<file path="src/io_port_pkg.sv">
// constants and carrier types for the p0/p1/p2 general-purpose port block
// assumes a 32-bit axi4-lite register bus with byte addresses
`default_nettype none
package io_port_pkg;
   // register indexes; byte address is four times the index
   localparam logic [7:0] IDX_P0_LATCH     = 8'h00;
   localparam logic [7:0] IDX_P1_LATCH     = 8'h01;
   localparam logic [7:0] IDX_P2_LATCH     = 8'h02;
   localparam logic [7:0] IDX_P0_OPEN      = 8'h03;
   localparam logic [7:0] IDX_P0_DIR       = 8'h0a;
   localparam logic [7:0] IDX_P1_DIR       = 8'h0b;
   localparam logic [7:0] IDX_P0_LVIEW     = 8'h10;
   localparam logic [7:0] IDX_P1_LVIEW     = 8'h11;
   localparam logic [7:0] IDX_P2_LVIEW     = 8'h12;
   localparam logic [7:0] IDX_SYSCTL       = 8'h14;
   localparam logic [7:0] IDX_IRQ_STATUS   = 8'h15;
   localparam logic [7:0] IDX_IRQ_MASK     = 8'h16;
   localparam int         ADDR_W           = 12;

   // widths
   localparam int P0_W = 4;
   localparam int P1_W = 8;
   localparam int P2_W = 3;

   // reset values
   localparam logic [3:0] P0_LATCH_RST = 4'h0;
   localparam logic [3:0] P0_DIR_RST   = 4'h0;
   localparam logic [3:0] P0_OPEN_RST  = 4'h0;
   localparam logic [7:0] P1_LATCH_RST = 8'h00;
   localparam logic [7:0] P1_DIR_RST   = 8'h00;
   localparam logic [2:0] P2_LATCH_RST = 3'h7;
   localparam logic       HOLD_RST     = 1'b0;
   localparam logic       IRQ_RST      = 1'b0;

   // field positions
   localparam int HOLD_BIT      = 0;
   localparam int IRQ_P2B0_BIT  = 0;

   // axi responses
   localparam logic [1:0] RESP_OKAY   = 2'h0;
   localparam logic [1:0] RESP_SLVERR = 2'h2;

   typedef enum logic [1:0] {
      ST_IDLE   = 2'b00,
      ST_COMMIT = 2'b01,
      ST_WRESP  = 2'b10,
      ST_RRESP  = 2'b11
   } bus_state_t;

   typedef struct packed {
      logic [3:0] level;
      logic [3:0] oe_n;
   } p0_drive_t;

   typedef struct packed {
      logic [7:0] level;
      logic [7:0] oe_n;
   } p1_drive_t;

   typedef struct packed {
      logic [2:0] level;
      logic [2:0] oe_n;
   } p2_drive_t;
endpackage
`default_nettype wire

</file>
<file path="src/io_port.sv">
// general-purpose i/o ports 0, 1 and 2 with an axi4-lite register slave
// assumes pins arrive asynchronously; stop_mode_in comes from the same clock
//
// Notes on behaviour
// - output latch holds writes; pins read live
// - pins sampled in first read state
// - latch loaded in second write state
// - read-modify-write source reads the latch
// - every other read returns pin levels
// - port 0 four bits, direction resets input
// - port 0 latch resets to zero
// - port 0 open-drain select, resets tri-state
// - open-drain bits: rmw reads latch
// - port 1 eight bits, direction resets input
// - port 1 latch read/write, resets zero
// - port 2 latch resets to ones
// - port 2 bits seven to three undefined
// - port 2 rmw reads latch, else pins
// - port 2 bit 0 falling edge interrupts
// - stop mode floats port 2 bit 0
//
// The AXI4-Lite slave port was left to the implementer.
`default_nettype none
module io_port (
   input  wire logic                          ref_clk_in,
   input  wire logic                          reset_n_in,
   // axi4-lite slave
   input  wire logic [io_port_pkg::ADDR_W-1:0] s_axi_awaddr_in,
   input  wire logic                          s_axi_awvalid_in,
   output logic                               s_axi_awready_out,
   input  wire logic [31:0]                   s_axi_wdata_in,
   input  wire logic [3:0]                    s_axi_wstrb_in,
   input  wire logic                          s_axi_wvalid_in,
   output logic                               s_axi_wready_out,
   output logic [1:0]                         s_axi_bresp_out,
   output logic                               s_axi_bvalid_out,
   input  wire logic                          s_axi_bready_in,
   input  wire logic [io_port_pkg::ADDR_W-1:0] s_axi_araddr_in,
   input  wire logic                          s_axi_arvalid_in,
   output logic                               s_axi_arready_out,
   output logic [31:0]                        s_axi_rdata_out,
   output logic [1:0]                         s_axi_rresp_out,
   output logic                               s_axi_rvalid_out,
   input  wire logic                          s_axi_rready_in,
   // pins
   input  wire logic [3:0]                    port0_pins_in,
   output io_port_pkg::p0_drive_t             port0_pins_out,
   input  wire logic [7:0]                    port1_pins_in,
   output io_port_pkg::p1_drive_t             port1_pins_out,
   input  wire logic [2:0]                    port2_pins_in,
   output io_port_pkg::p2_drive_t             port2_pins_out,
   // system
   input  wire logic                          stop_mode_in,
   output logic                               irq_out
);

   localparam int PIN_W = io_port_pkg::P0_W + io_port_pkg::P1_W + io_port_pkg::P2_W;

   // pin synchronisers
   logic [PIN_W-1:0] pin_meta_q;
   logic [PIN_W-1:0] pin_sync_q;
   logic             p2b0_prev_q;

   always_ff @(posedge ref_clk_in or negedge reset_n_in) begin
      if (!reset_n_in) begin
         pin_meta_q <= '0;
         pin_sync_q <= '0;
      end else begin
         pin_meta_q <= {port2_pins_in, port1_pins_in, port0_pins_in};
         pin_sync_q <= pin_meta_q;
      end
   end

   // starts low like the synchroniser: no false fall
   always_ff @(posedge ref_clk_in or negedge reset_n_in) begin
      if (!reset_n_in) begin
         p2b0_prev_q <= 1'b0;
      end else begin
         p2b0_prev_q <= pin_sync_q[12];
      end
   end

   wire logic [3:0] p0_pin_lvl = pin_sync_q[3:0];
   wire logic [7:0] p1_pin_lvl = pin_sync_q[11:4];
   wire logic [2:0] p2_pin_lvl = pin_sync_q[14:12];

   // port registers
   logic [3:0] port0_output_latch_q;
   logic [3:0] port0_direction_q;
   logic [3:0] port0_open_drain_select_q;
   logic [7:0] port1_output_latch_q;
   logic [7:0] port1_direction_q;
   logic [2:0] port2_output_latch_q;
   logic       output_hold_enable_q;
   logic [0:0] irq_status_q;
   logic [0:0] irq_mask_q;

   localparam logic [0:0] IRQ_RST_V = io_port_pkg::IRQ_RST;

   // bus state
   io_port_pkg::bus_state_t state_q;
   io_port_pkg::bus_state_t state_d;
   logic                    aw_held_q;
   logic                    w_held_q;
   logic [7:0]              waddr_idx_q;
   logic [7:0]              wdata_q;
   logic                    wstrb_q;
   logic [31:0]             rdata_q;
   logic [1:0]              rresp_q;
   logic [1:0]              bresp_q;

   wire logic is_idle   = (state_q == io_port_pkg::ST_IDLE);
   wire logic aw_take   = s_axi_awvalid_in && s_axi_awready_out;
   wire logic w_take    = s_axi_wvalid_in && s_axi_wready_out;
   wire logic ar_take   = s_axi_arvalid_in && s_axi_arready_out;
   wire logic aw_have   = aw_held_q || aw_take;
   wire logic w_have    = w_held_q || w_take;
   wire logic both_have = is_idle && aw_have && w_have;

   assign s_axi_awready_out = is_idle && !aw_held_q;
   assign s_axi_wready_out  = is_idle && !w_held_q;
   assign s_axi_arready_out = is_idle && !aw_held_q && !w_held_q && !s_axi_awvalid_in
                              && !s_axi_wvalid_in;

   // address decode, index = byte address / 4
   wire logic [7:0] aw_idx  = 8'(s_axi_awaddr_in[io_port_pkg::ADDR_W-1:2]);
   wire logic [7:0] ar_idx  = 8'(s_axi_araddr_in[io_port_pkg::ADDR_W-1:2]);
   wire logic       commit  = (state_q == io_port_pkg::ST_COMMIT);
   wire logic       wr_en   = commit && wstrb_q;
   wire logic       hit_p0  = wr_en && ((waddr_idx_q == io_port_pkg::IDX_P0_LATCH)
                                     || (waddr_idx_q == io_port_pkg::IDX_P0_LVIEW));
   wire logic       hit_p1  = wr_en && ((waddr_idx_q == io_port_pkg::IDX_P1_LATCH)
                                     || (waddr_idx_q == io_port_pkg::IDX_P1_LVIEW));
   wire logic       hit_p2  = wr_en && ((waddr_idx_q == io_port_pkg::IDX_P2_LATCH)
                                     || (waddr_idx_q == io_port_pkg::IDX_P2_LVIEW));
   wire logic       hit_p0o = wr_en && (waddr_idx_q == io_port_pkg::IDX_P0_OPEN);
   wire logic       hit_p0d = wr_en && (waddr_idx_q == io_port_pkg::IDX_P0_DIR);
   wire logic       hit_p1d = wr_en && (waddr_idx_q == io_port_pkg::IDX_P1_DIR);
   wire logic       hit_sys = wr_en && (waddr_idx_q == io_port_pkg::IDX_SYSCTL);
   wire logic       hit_ist = wr_en && (waddr_idx_q == io_port_pkg::IDX_IRQ_STATUS);
   wire logic       hit_imk = wr_en && (waddr_idx_q == io_port_pkg::IDX_IRQ_MASK);

   function automatic logic idx_mapped(input logic [7:0] idx);
      begin
         case (idx)
            io_port_pkg::IDX_P0_LATCH, io_port_pkg::IDX_P1_LATCH,
            io_port_pkg::IDX_P2_LATCH, io_port_pkg::IDX_P0_OPEN,
            io_port_pkg::IDX_P0_DIR, io_port_pkg::IDX_P1_DIR,
            io_port_pkg::IDX_P0_LVIEW, io_port_pkg::IDX_P1_LVIEW,
            io_port_pkg::IDX_P2_LVIEW, io_port_pkg::IDX_SYSCTL,
            io_port_pkg::IDX_IRQ_STATUS, io_port_pkg::IDX_IRQ_MASK: idx_mapped = 1'b1;
            default: begin
               idx_mapped = 1'b0;
            end
         endcase
      end
   endfunction

   // read mux; pin view samples live levels at the address handshake
   logic [7:0] rd_byte;
   always_comb begin
      case (ar_idx)
         io_port_pkg::IDX_P0_LATCH:   rd_byte = {4'h0, p0_pin_lvl};
         io_port_pkg::IDX_P1_LATCH:   rd_byte = p1_pin_lvl;
         io_port_pkg::IDX_P2_LATCH:   rd_byte = {5'h00, p2_pin_lvl};
         io_port_pkg::IDX_P0_LVIEW:   rd_byte = {4'h0, port0_output_latch_q};
         io_port_pkg::IDX_P1_LVIEW:   rd_byte = port1_output_latch_q;
         io_port_pkg::IDX_P2_LVIEW:   rd_byte = {5'h00, port2_output_latch_q};
         io_port_pkg::IDX_P0_OPEN:    rd_byte = {4'h0, port0_open_drain_select_q};
         io_port_pkg::IDX_P0_DIR:     rd_byte = {4'h0, port0_direction_q};
         io_port_pkg::IDX_P1_DIR:     rd_byte = port1_direction_q;
         io_port_pkg::IDX_SYSCTL:     rd_byte = {7'h00, output_hold_enable_q};
         io_port_pkg::IDX_IRQ_STATUS: rd_byte = {7'h00, irq_status_q};
         io_port_pkg::IDX_IRQ_MASK:   rd_byte = {7'h00, irq_mask_q};
         default:                     rd_byte = 8'h00;
      endcase
   end

   // bus sequencing
   always_comb begin
      case (state_q)
         io_port_pkg::ST_IDLE: begin
            if (both_have) begin
               state_d = io_port_pkg::ST_COMMIT;
            end else if (ar_take) begin
               state_d = io_port_pkg::ST_RRESP;
            end else begin
               state_d = io_port_pkg::ST_IDLE;
            end
         end
         io_port_pkg::ST_COMMIT: begin
            state_d = io_port_pkg::ST_WRESP;
         end
         io_port_pkg::ST_WRESP: begin
            state_d = s_axi_bready_in ? io_port_pkg::ST_IDLE : io_port_pkg::ST_WRESP;
         end
         io_port_pkg::ST_RRESP: begin
            state_d = s_axi_rready_in ? io_port_pkg::ST_IDLE : io_port_pkg::ST_RRESP;
         end
         default: begin
            state_d = io_port_pkg::ST_IDLE;
         end
      endcase
   end

   always_ff @(posedge ref_clk_in or negedge reset_n_in) begin
      if (!reset_n_in) begin
         state_q <= io_port_pkg::ST_IDLE;
      end else begin
         state_q <= state_d;
      end
   end

   // address and data capture; both may arrive in either order
   always_ff @(posedge ref_clk_in or negedge reset_n_in) begin
      if (!reset_n_in) begin
         aw_held_q   <= 1'b0;
         w_held_q    <= 1'b0;
         waddr_idx_q <= 8'h00;
         wdata_q     <= 8'h00;
         wstrb_q     <= 1'b0;
      end else begin
         if (aw_take) begin
            waddr_idx_q <= aw_idx;
         end
         if (w_take) begin
            wdata_q <= s_axi_wdata_in[7:0];
            wstrb_q <= s_axi_wstrb_in[0];
         end
         aw_held_q <= both_have ? 1'b0 : aw_have;
         w_held_q  <= both_have ? 1'b0 : w_have;
      end
   end

   // responses
   always_ff @(posedge ref_clk_in or negedge reset_n_in) begin
      if (!reset_n_in) begin
         rdata_q <= 32'h0000_0000;
         rresp_q <= io_port_pkg::RESP_OKAY;
         bresp_q <= io_port_pkg::RESP_OKAY;
      end else begin
         if (ar_take) begin
            rdata_q <= {24'h00_0000, rd_byte};
            rresp_q <= idx_mapped(ar_idx) ? io_port_pkg::RESP_OKAY
                                          : io_port_pkg::RESP_SLVERR;
         end
         if (commit) begin
            bresp_q <= idx_mapped(waddr_idx_q) ? io_port_pkg::RESP_OKAY
                                               : io_port_pkg::RESP_SLVERR;
         end
      end
   end

   assign s_axi_rdata_out  = rdata_q;
   assign s_axi_rresp_out  = rresp_q;
   assign s_axi_rvalid_out = (state_q == io_port_pkg::ST_RRESP);
   assign s_axi_bresp_out  = bresp_q;
   assign s_axi_bvalid_out = (state_q == io_port_pkg::ST_WRESP);

   // latch and control registers, loaded in the commit state
   always_ff @(posedge ref_clk_in or negedge reset_n_in) begin
      if (!reset_n_in) begin
         port0_output_latch_q      <= io_port_pkg::P0_LATCH_RST;
         port0_direction_q         <= io_port_pkg::P0_DIR_RST;
         port0_open_drain_select_q <= io_port_pkg::P0_OPEN_RST;
         port1_output_latch_q      <= io_port_pkg::P1_LATCH_RST;
         port1_direction_q         <= io_port_pkg::P1_DIR_RST;
         port2_output_latch_q      <= io_port_pkg::P2_LATCH_RST;
         output_hold_enable_q      <= io_port_pkg::HOLD_RST;
         irq_mask_q                <= IRQ_RST_V;
      end else begin
         if (hit_p0) begin
            port0_output_latch_q <= wdata_q[3:0];
         end
         if (hit_p1) begin
            port1_output_latch_q <= wdata_q;
         end
         if (hit_p2) begin
            port2_output_latch_q <= wdata_q[2:0];
         end
         if (hit_p0o) begin
            port0_open_drain_select_q <= wdata_q[3:0];
         end
         if (hit_p0d) begin
            port0_direction_q <= wdata_q[3:0];
         end
         if (hit_p1d) begin
            port1_direction_q <= wdata_q;
         end
         if (hit_sys) begin
            output_hold_enable_q <= wdata_q[io_port_pkg::HOLD_BIT];
         end
         if (hit_imk) begin
            irq_mask_q <= wdata_q[io_port_pkg::IRQ_P2B0_BIT];
         end
      end
   end

   // external interrupt latch; a new edge wins over a clear
   wire logic p2b0_fall = p2b0_prev_q && !pin_sync_q[12];
   wire logic irq_clear = hit_ist && wdata_q[io_port_pkg::IRQ_P2B0_BIT];

   always_ff @(posedge ref_clk_in or negedge reset_n_in) begin
      if (!reset_n_in) begin
         irq_status_q <= IRQ_RST_V;
      end else if (p2b0_fall) begin
         irq_status_q <= 1'b1;
      end else if (irq_clear) begin
         irq_status_q <= 1'b0;
      end
   end

   assign irq_out = |(irq_status_q & irq_mask_q);

   // pin drivers; stop without hold floats everything
   wire logic float_all = stop_mode_in && !output_hold_enable_q;

   logic [3:0] p0_lvl_d;
   logic [3:0] p0_oe_n_d;
   logic [7:0] p1_oe_n_d;
   logic [2:0] p2_oe_n_d;

   always_comb begin
      for (int i = 0; i < io_port_pkg::P0_W; i++) begin
         if (float_all || !port0_direction_q[i]) begin
            p0_oe_n_d[i] = 1'b1;
            p0_lvl_d[i]  = 1'b0;
         end else if (port0_open_drain_select_q[i]) begin
            p0_oe_n_d[i] = port0_output_latch_q[i];
            p0_lvl_d[i]  = 1'b0;
         end else begin
            p0_oe_n_d[i] = 1'b0;
            p0_lvl_d[i]  = port0_output_latch_q[i];
         end
      end
   end

   always_comb begin
      p1_oe_n_d = float_all ? 8'hff : ~port1_direction_q;
      // port 2 pulls low only; latch one leaves the pin free as an input
      p2_oe_n_d = float_all ? 3'h7 : port2_output_latch_q;
      if (stop_mode_in) begin
         p2_oe_n_d[0] = 1'b1;
      end
   end

   always_ff @(posedge ref_clk_in or negedge reset_n_in) begin
      if (!reset_n_in) begin
         port0_pins_out <= '{level: 4'h0, oe_n: 4'hf};
      end else begin
         port0_pins_out <= '{level: p0_lvl_d, oe_n: p0_oe_n_d};
      end
   end

   always_ff @(posedge ref_clk_in or negedge reset_n_in) begin
      if (!reset_n_in) begin
         port1_pins_out <= '{level: 8'h00, oe_n: 8'hff};
      end else begin
         port1_pins_out <= '{level: port1_output_latch_q, oe_n: p1_oe_n_d};
      end
   end

   // port 2 only ever pulls low
   always_ff @(posedge ref_clk_in or negedge reset_n_in) begin
      if (!reset_n_in) begin
         port2_pins_out <= '{level: 3'h0, oe_n: 3'h7};
      end else begin
         port2_pins_out <= '{level: 3'h0, oe_n: p2_oe_n_d};
      end
   end

endmodule
`default_nettype wire

</file>
<file path="config.mk">
export PLATFORM = sky130hd
export DESIGN_NAME = io_port
export DESIGN_NICKNAME = d
export VERILOG_FILES = /design/src/io_port_pkg.sv /design/src/io_port.sv
export SDC_FILE = /design/constraint.sdc
export NUM_CORES = 1
export LEC_CHECK = 0
export ABC_AREA = 1
export BUFFER_PORTS_ARGS = -buffer_cell sky130_fd_sc_hd__buf_2
export CAP_MARGIN = 20
export CORE_MARGIN = 1
export CORE_UTILIZATION = 50
export DETAILED_ROUTE_END_ITERATION = 6
export GPL_TIMING_DRIVEN = 0
export PLACE_DENSITY = 0.82
export SETUP_SLACK_MARGIN = 0.3
export SLEW_MARGIN = 0
export SYNTH_ARGS = -nofsm -noshare
export SYNTH_HDL_FRONTEND = slang
export SYNTH_SLANG_ARGS = --single-unit
</file>
<file path="constraint.sdc">
create_clock -name ref_clk_in -period 2.45 [get_ports ref_clk_in]
set_clock_uncertainty 0.15 [all_clocks]
set_input_delay 0 -clock ref_clk_in [delete_from_list [all_inputs] [get_ports ref_clk_in]]
set_output_delay 0 -clock ref_clk_in [all_outputs]
set_load 0.02 [all_outputs]
</file>
==> reports/qor.csv <==
stage,metric,value,unit
logic_synthesis,adder-cell share of the synthesized area,0,%
logic_synthesis,Synth Area in XOR/XNOR,0,%
logic_synthesis,simple-gate share of the synthesized area,19.6,%
route,post-route ant nets,0,
critical_path,CP max FO,9,
sta,Final setup viols,0,
sta,Worst-Margin Slew,0.545,ns
logic_synthesis,Mapped Area,0.00506,mm2
final_layout,layout cells sized above 1,27.6,%
clock_tree,latest clock arrival within the worst-skew pair,0.53,ns
route,post-DR vias/cell,5.02,
die,die area,0.0105,mm2
sta,post-route minimum period,2.05,ns
final_layout,antenna fix cells,0,
route,DRC Markers,0,
logic_synthesis,synth unique cells,34,
logic_synthesis,largest family of logic cells by synthesized area,simple AND/OR/NAND/NOR gates,
placement,dpl cells,775,
sta,RSZ-0062 raised after global routing,true,
clock_tree,clock-pin slew on the worst setup and hold paths,0.05,ns
pwr,leak pwr,3.66,nW
critical_path,Crit path required time,2.69,ns
logic_synthesis,Synth warnings,0,
clock_tree,CTS Buf Count,17,
route,routed vias,4457,
critical_path,Setup CP Type,flop to flop,
clock_tree,Num Clock Sinks,123,
final_layout,area grow syn2layout,43.4,%
run_status,outcome,"finished, final reports clean",
logic_synthesis,Post-synth ARST share,100,%
hold_path,Min-Delay Path Class,input pin to flop,
pwr,Max VDD drop,0.000678,V
die,core area,0.00977,mm2
clock_tree,htree depth,4,
pwr,Power Total,6.49,mW
final_layout,final instance area,0.00726,mm2
placement,GPL Wtd Cong,0.883,
grt,initial antenna violation count,0,
die,die width,103,um
sta,Max Slew Vio Count,0,
final_layout,fin util,74.2,%
placement,pre-CTS setup slack,0.680,ns
pwr,combinational power share,20.1,%
logic_synthesis,mux cell area share after synthesis,0.667,%
placement,area post-placement,0.00582,mm2
logic_synthesis,average instance area after synthesis,9.68,um2
final_layout,fillers,679,
sta,hold_ws,0.0918,ns
die,Starting Density,51.8,%
route,Pre-antenna DRT Iters,5,
placement,IO Port Bufs,90,
pwr,Internal Power,4.58,mW
clock_tree,Root Buffer,clkbuf_8,
sta,Max Fclk,488,MHz
pwr,Psw,1.91,mW
sta,setup TNS,0,ns
critical_path,crit end category,flop,
run,max-cap check violation count,0,
pwr,Net Sw Frac,29.4,%
logic_synthesis,ys flop type,dfrtp_1,
pwr,pwr/cell area,895,mW/mm2
final_layout,Final #Nets,824,
critical_path,crit path DAT,2.29,ns
grt,All-Layer GR Usage,29.5,%
clock_tree,CTS tree,done,
placement,HPWL Detailed,8510,um
grt,first-pass GRT wire length,22300,um
grt,GR Overflow Total,0,
route,Routed WL,14300,um
final_layout,"non-filler cells, final",887,
logic_synthesis,Compound-Gate Fraction of Synth Area,8.53,%
logic_synthesis,Synth area leaders,"dfrtp_1, dfstp_2, nand2_1",
grt,pin count of the biggest net entering global routing,76,
logic_synthesis,share of the synthesized area in the top cell type,51.9,%
logic_synthesis,"Seq/Total Area, Yosys",61.3,%
grt,vias in the first global route,4398,
logic_synthesis,Synth Instances,523,
pwr,clock group share of total power,39.8,%
die,num rows,36,
sta,PnR worst setup slack,0.400,ns
sta,Slew headroom,63.7,%
critical_path,Startpoint Class,flop,
route,wire per inst,16.2,um
logic_synthesis,Yosys top cell by area,dfrtp_1,
clock_tree,CTS max path bufs,2,
die,Die H,103,um
logic_synthesis,Seq cells post-synth,123,
sta,Final period util,83.7,%
die,io pins,155,
route,1st-iter DRT viols,243,
logic_synthesis,number of synthesized flops with an enable pin,0,
sta,"Hold Violations, Final",0,
logic_synthesis,Post-synth top cells,"dfrtp_1, nand2_1, inv_1",
pwr,share of power burned in registers,40.1,%
## state kept, by name, summed over array words and instances (netlist names), 2 cells and up
| signal | cells |
|---|---|
| state_q | 2 |
| port1_pins_out | 16 |
| s_axi_rdata_out | 8 |
| port0_output_latch_q | 4 |
| pin_sync_q | 15 |
| port1_output_latch_q | 8 |
| port2_output_latch_q | 3 |
| pin_meta_q | 15 |
| wdata_q | 8 |
| port0_direction_q | 4 |
| waddr_idx_q | 8 |
| port0_open_drain_select_q | 4 |
| port2_pins_out | 3 |
| port1_direction_q | 8 |
| port0_pins_out | 8 |
## placed cells by master (no fill, tap or decap), types with 10 or more instances in the layout
master | Yosys | final
dfrtp_1 | 105 | 105
clkbuf_16 | 0 | 16
dfstp_2 | 18 | 18
buf_4 | 30 | 30
conb_1 | 1 | 29
o21ai_2 | 10 | 10
nand3_1 | 39 | 39
inv_1 | 56 | 55
dlygate4sd3_1 | 0 | 79
nor2_1 | 53 | 52
buf_2 | 4 | 92
o21ai_0 | 32 | 32
a21oi_1 | 24 | 24
nand2_1 | 105 | 105
## worst max-delay path, cell delays in order (launching register included)
cell and delay, ns:
dfrtp_1 0.42, nor3_1 0.27, nand2_1 0.26, nor2_1 0.17, dlygate4sd3_1 0.58, a21oi_1 0.06
## layer usage
metal  vias up  part of all wire [%]  GRT usage [%]
li1       2050                     -              -
met1      2125                    40           35.5
met2       235                    51           50.1
met3        47                   6.4           6.85
met4         0                   2.9           14.2
met5         -                     0              0
## cell families after synthesis
kind of cell | Yosys count
AOI/OAI and AO/OA | 75
and+or+nand+nor | 225
buffers and inverters | 96
DFF | 123
other | 1
muxes | 3
## repair_timing
item	CTS	global route
hold buffers	80	0
hold endpoints to repair	168	0
buffers inserted	0	0
endpoints found under the setup margin	0	9
resized for setup	0	3
## path summary, 6_finish.rpt
path | slack (ns) | end | cells past startpoint | startpoint
min in group asynchronous | 0.45 | port1_pins_out[4] | 3 | reset_n_in
worst min-delay path | 0.09 | port2_pins_out[0] | 3 | stop_mode_in
worst max register to register | 0.40 | wdata_q[7] | 5 | state_q[1]
worst min register to register | 0.20 | pin_sync_q[3] | 0 | pin_meta_q[3]
max in group asynchronous | 1.28 | port0_pins_out[0] | 4 | reset_n_in
worst max-delay path | 0.40 | wdata_q[7] | 5 | state_q[1]
## power groups by stage
stage | Sequential (mW) | Combinational [mW] | Clock [mW]
after floorplan | 2.62 | 0.680 | 0
after global placement | 2.60 | 1.01 | 0
after detailed placement | 2.62 | 1.07 | 0
after CTS | 2.59 | 1.26 | 2.59
after global routing | 2.64 | 1.43 | 2.68
final | 2.61 | 1.30 | 2.58
## layout make-up
type	count	area (um2)	area share (%)
timing repair buffer	171	1300	18.0
tap	133	166	2.29
inverter	58	218	3.00
buffer	38	285	3.93
clock buffer	26	508	7.00
clock inverter	6	108	1.48
sequential	123	3100	42.7
multi-input combinational	332	1570	21.6
Power figures use the tool's default switching activity.
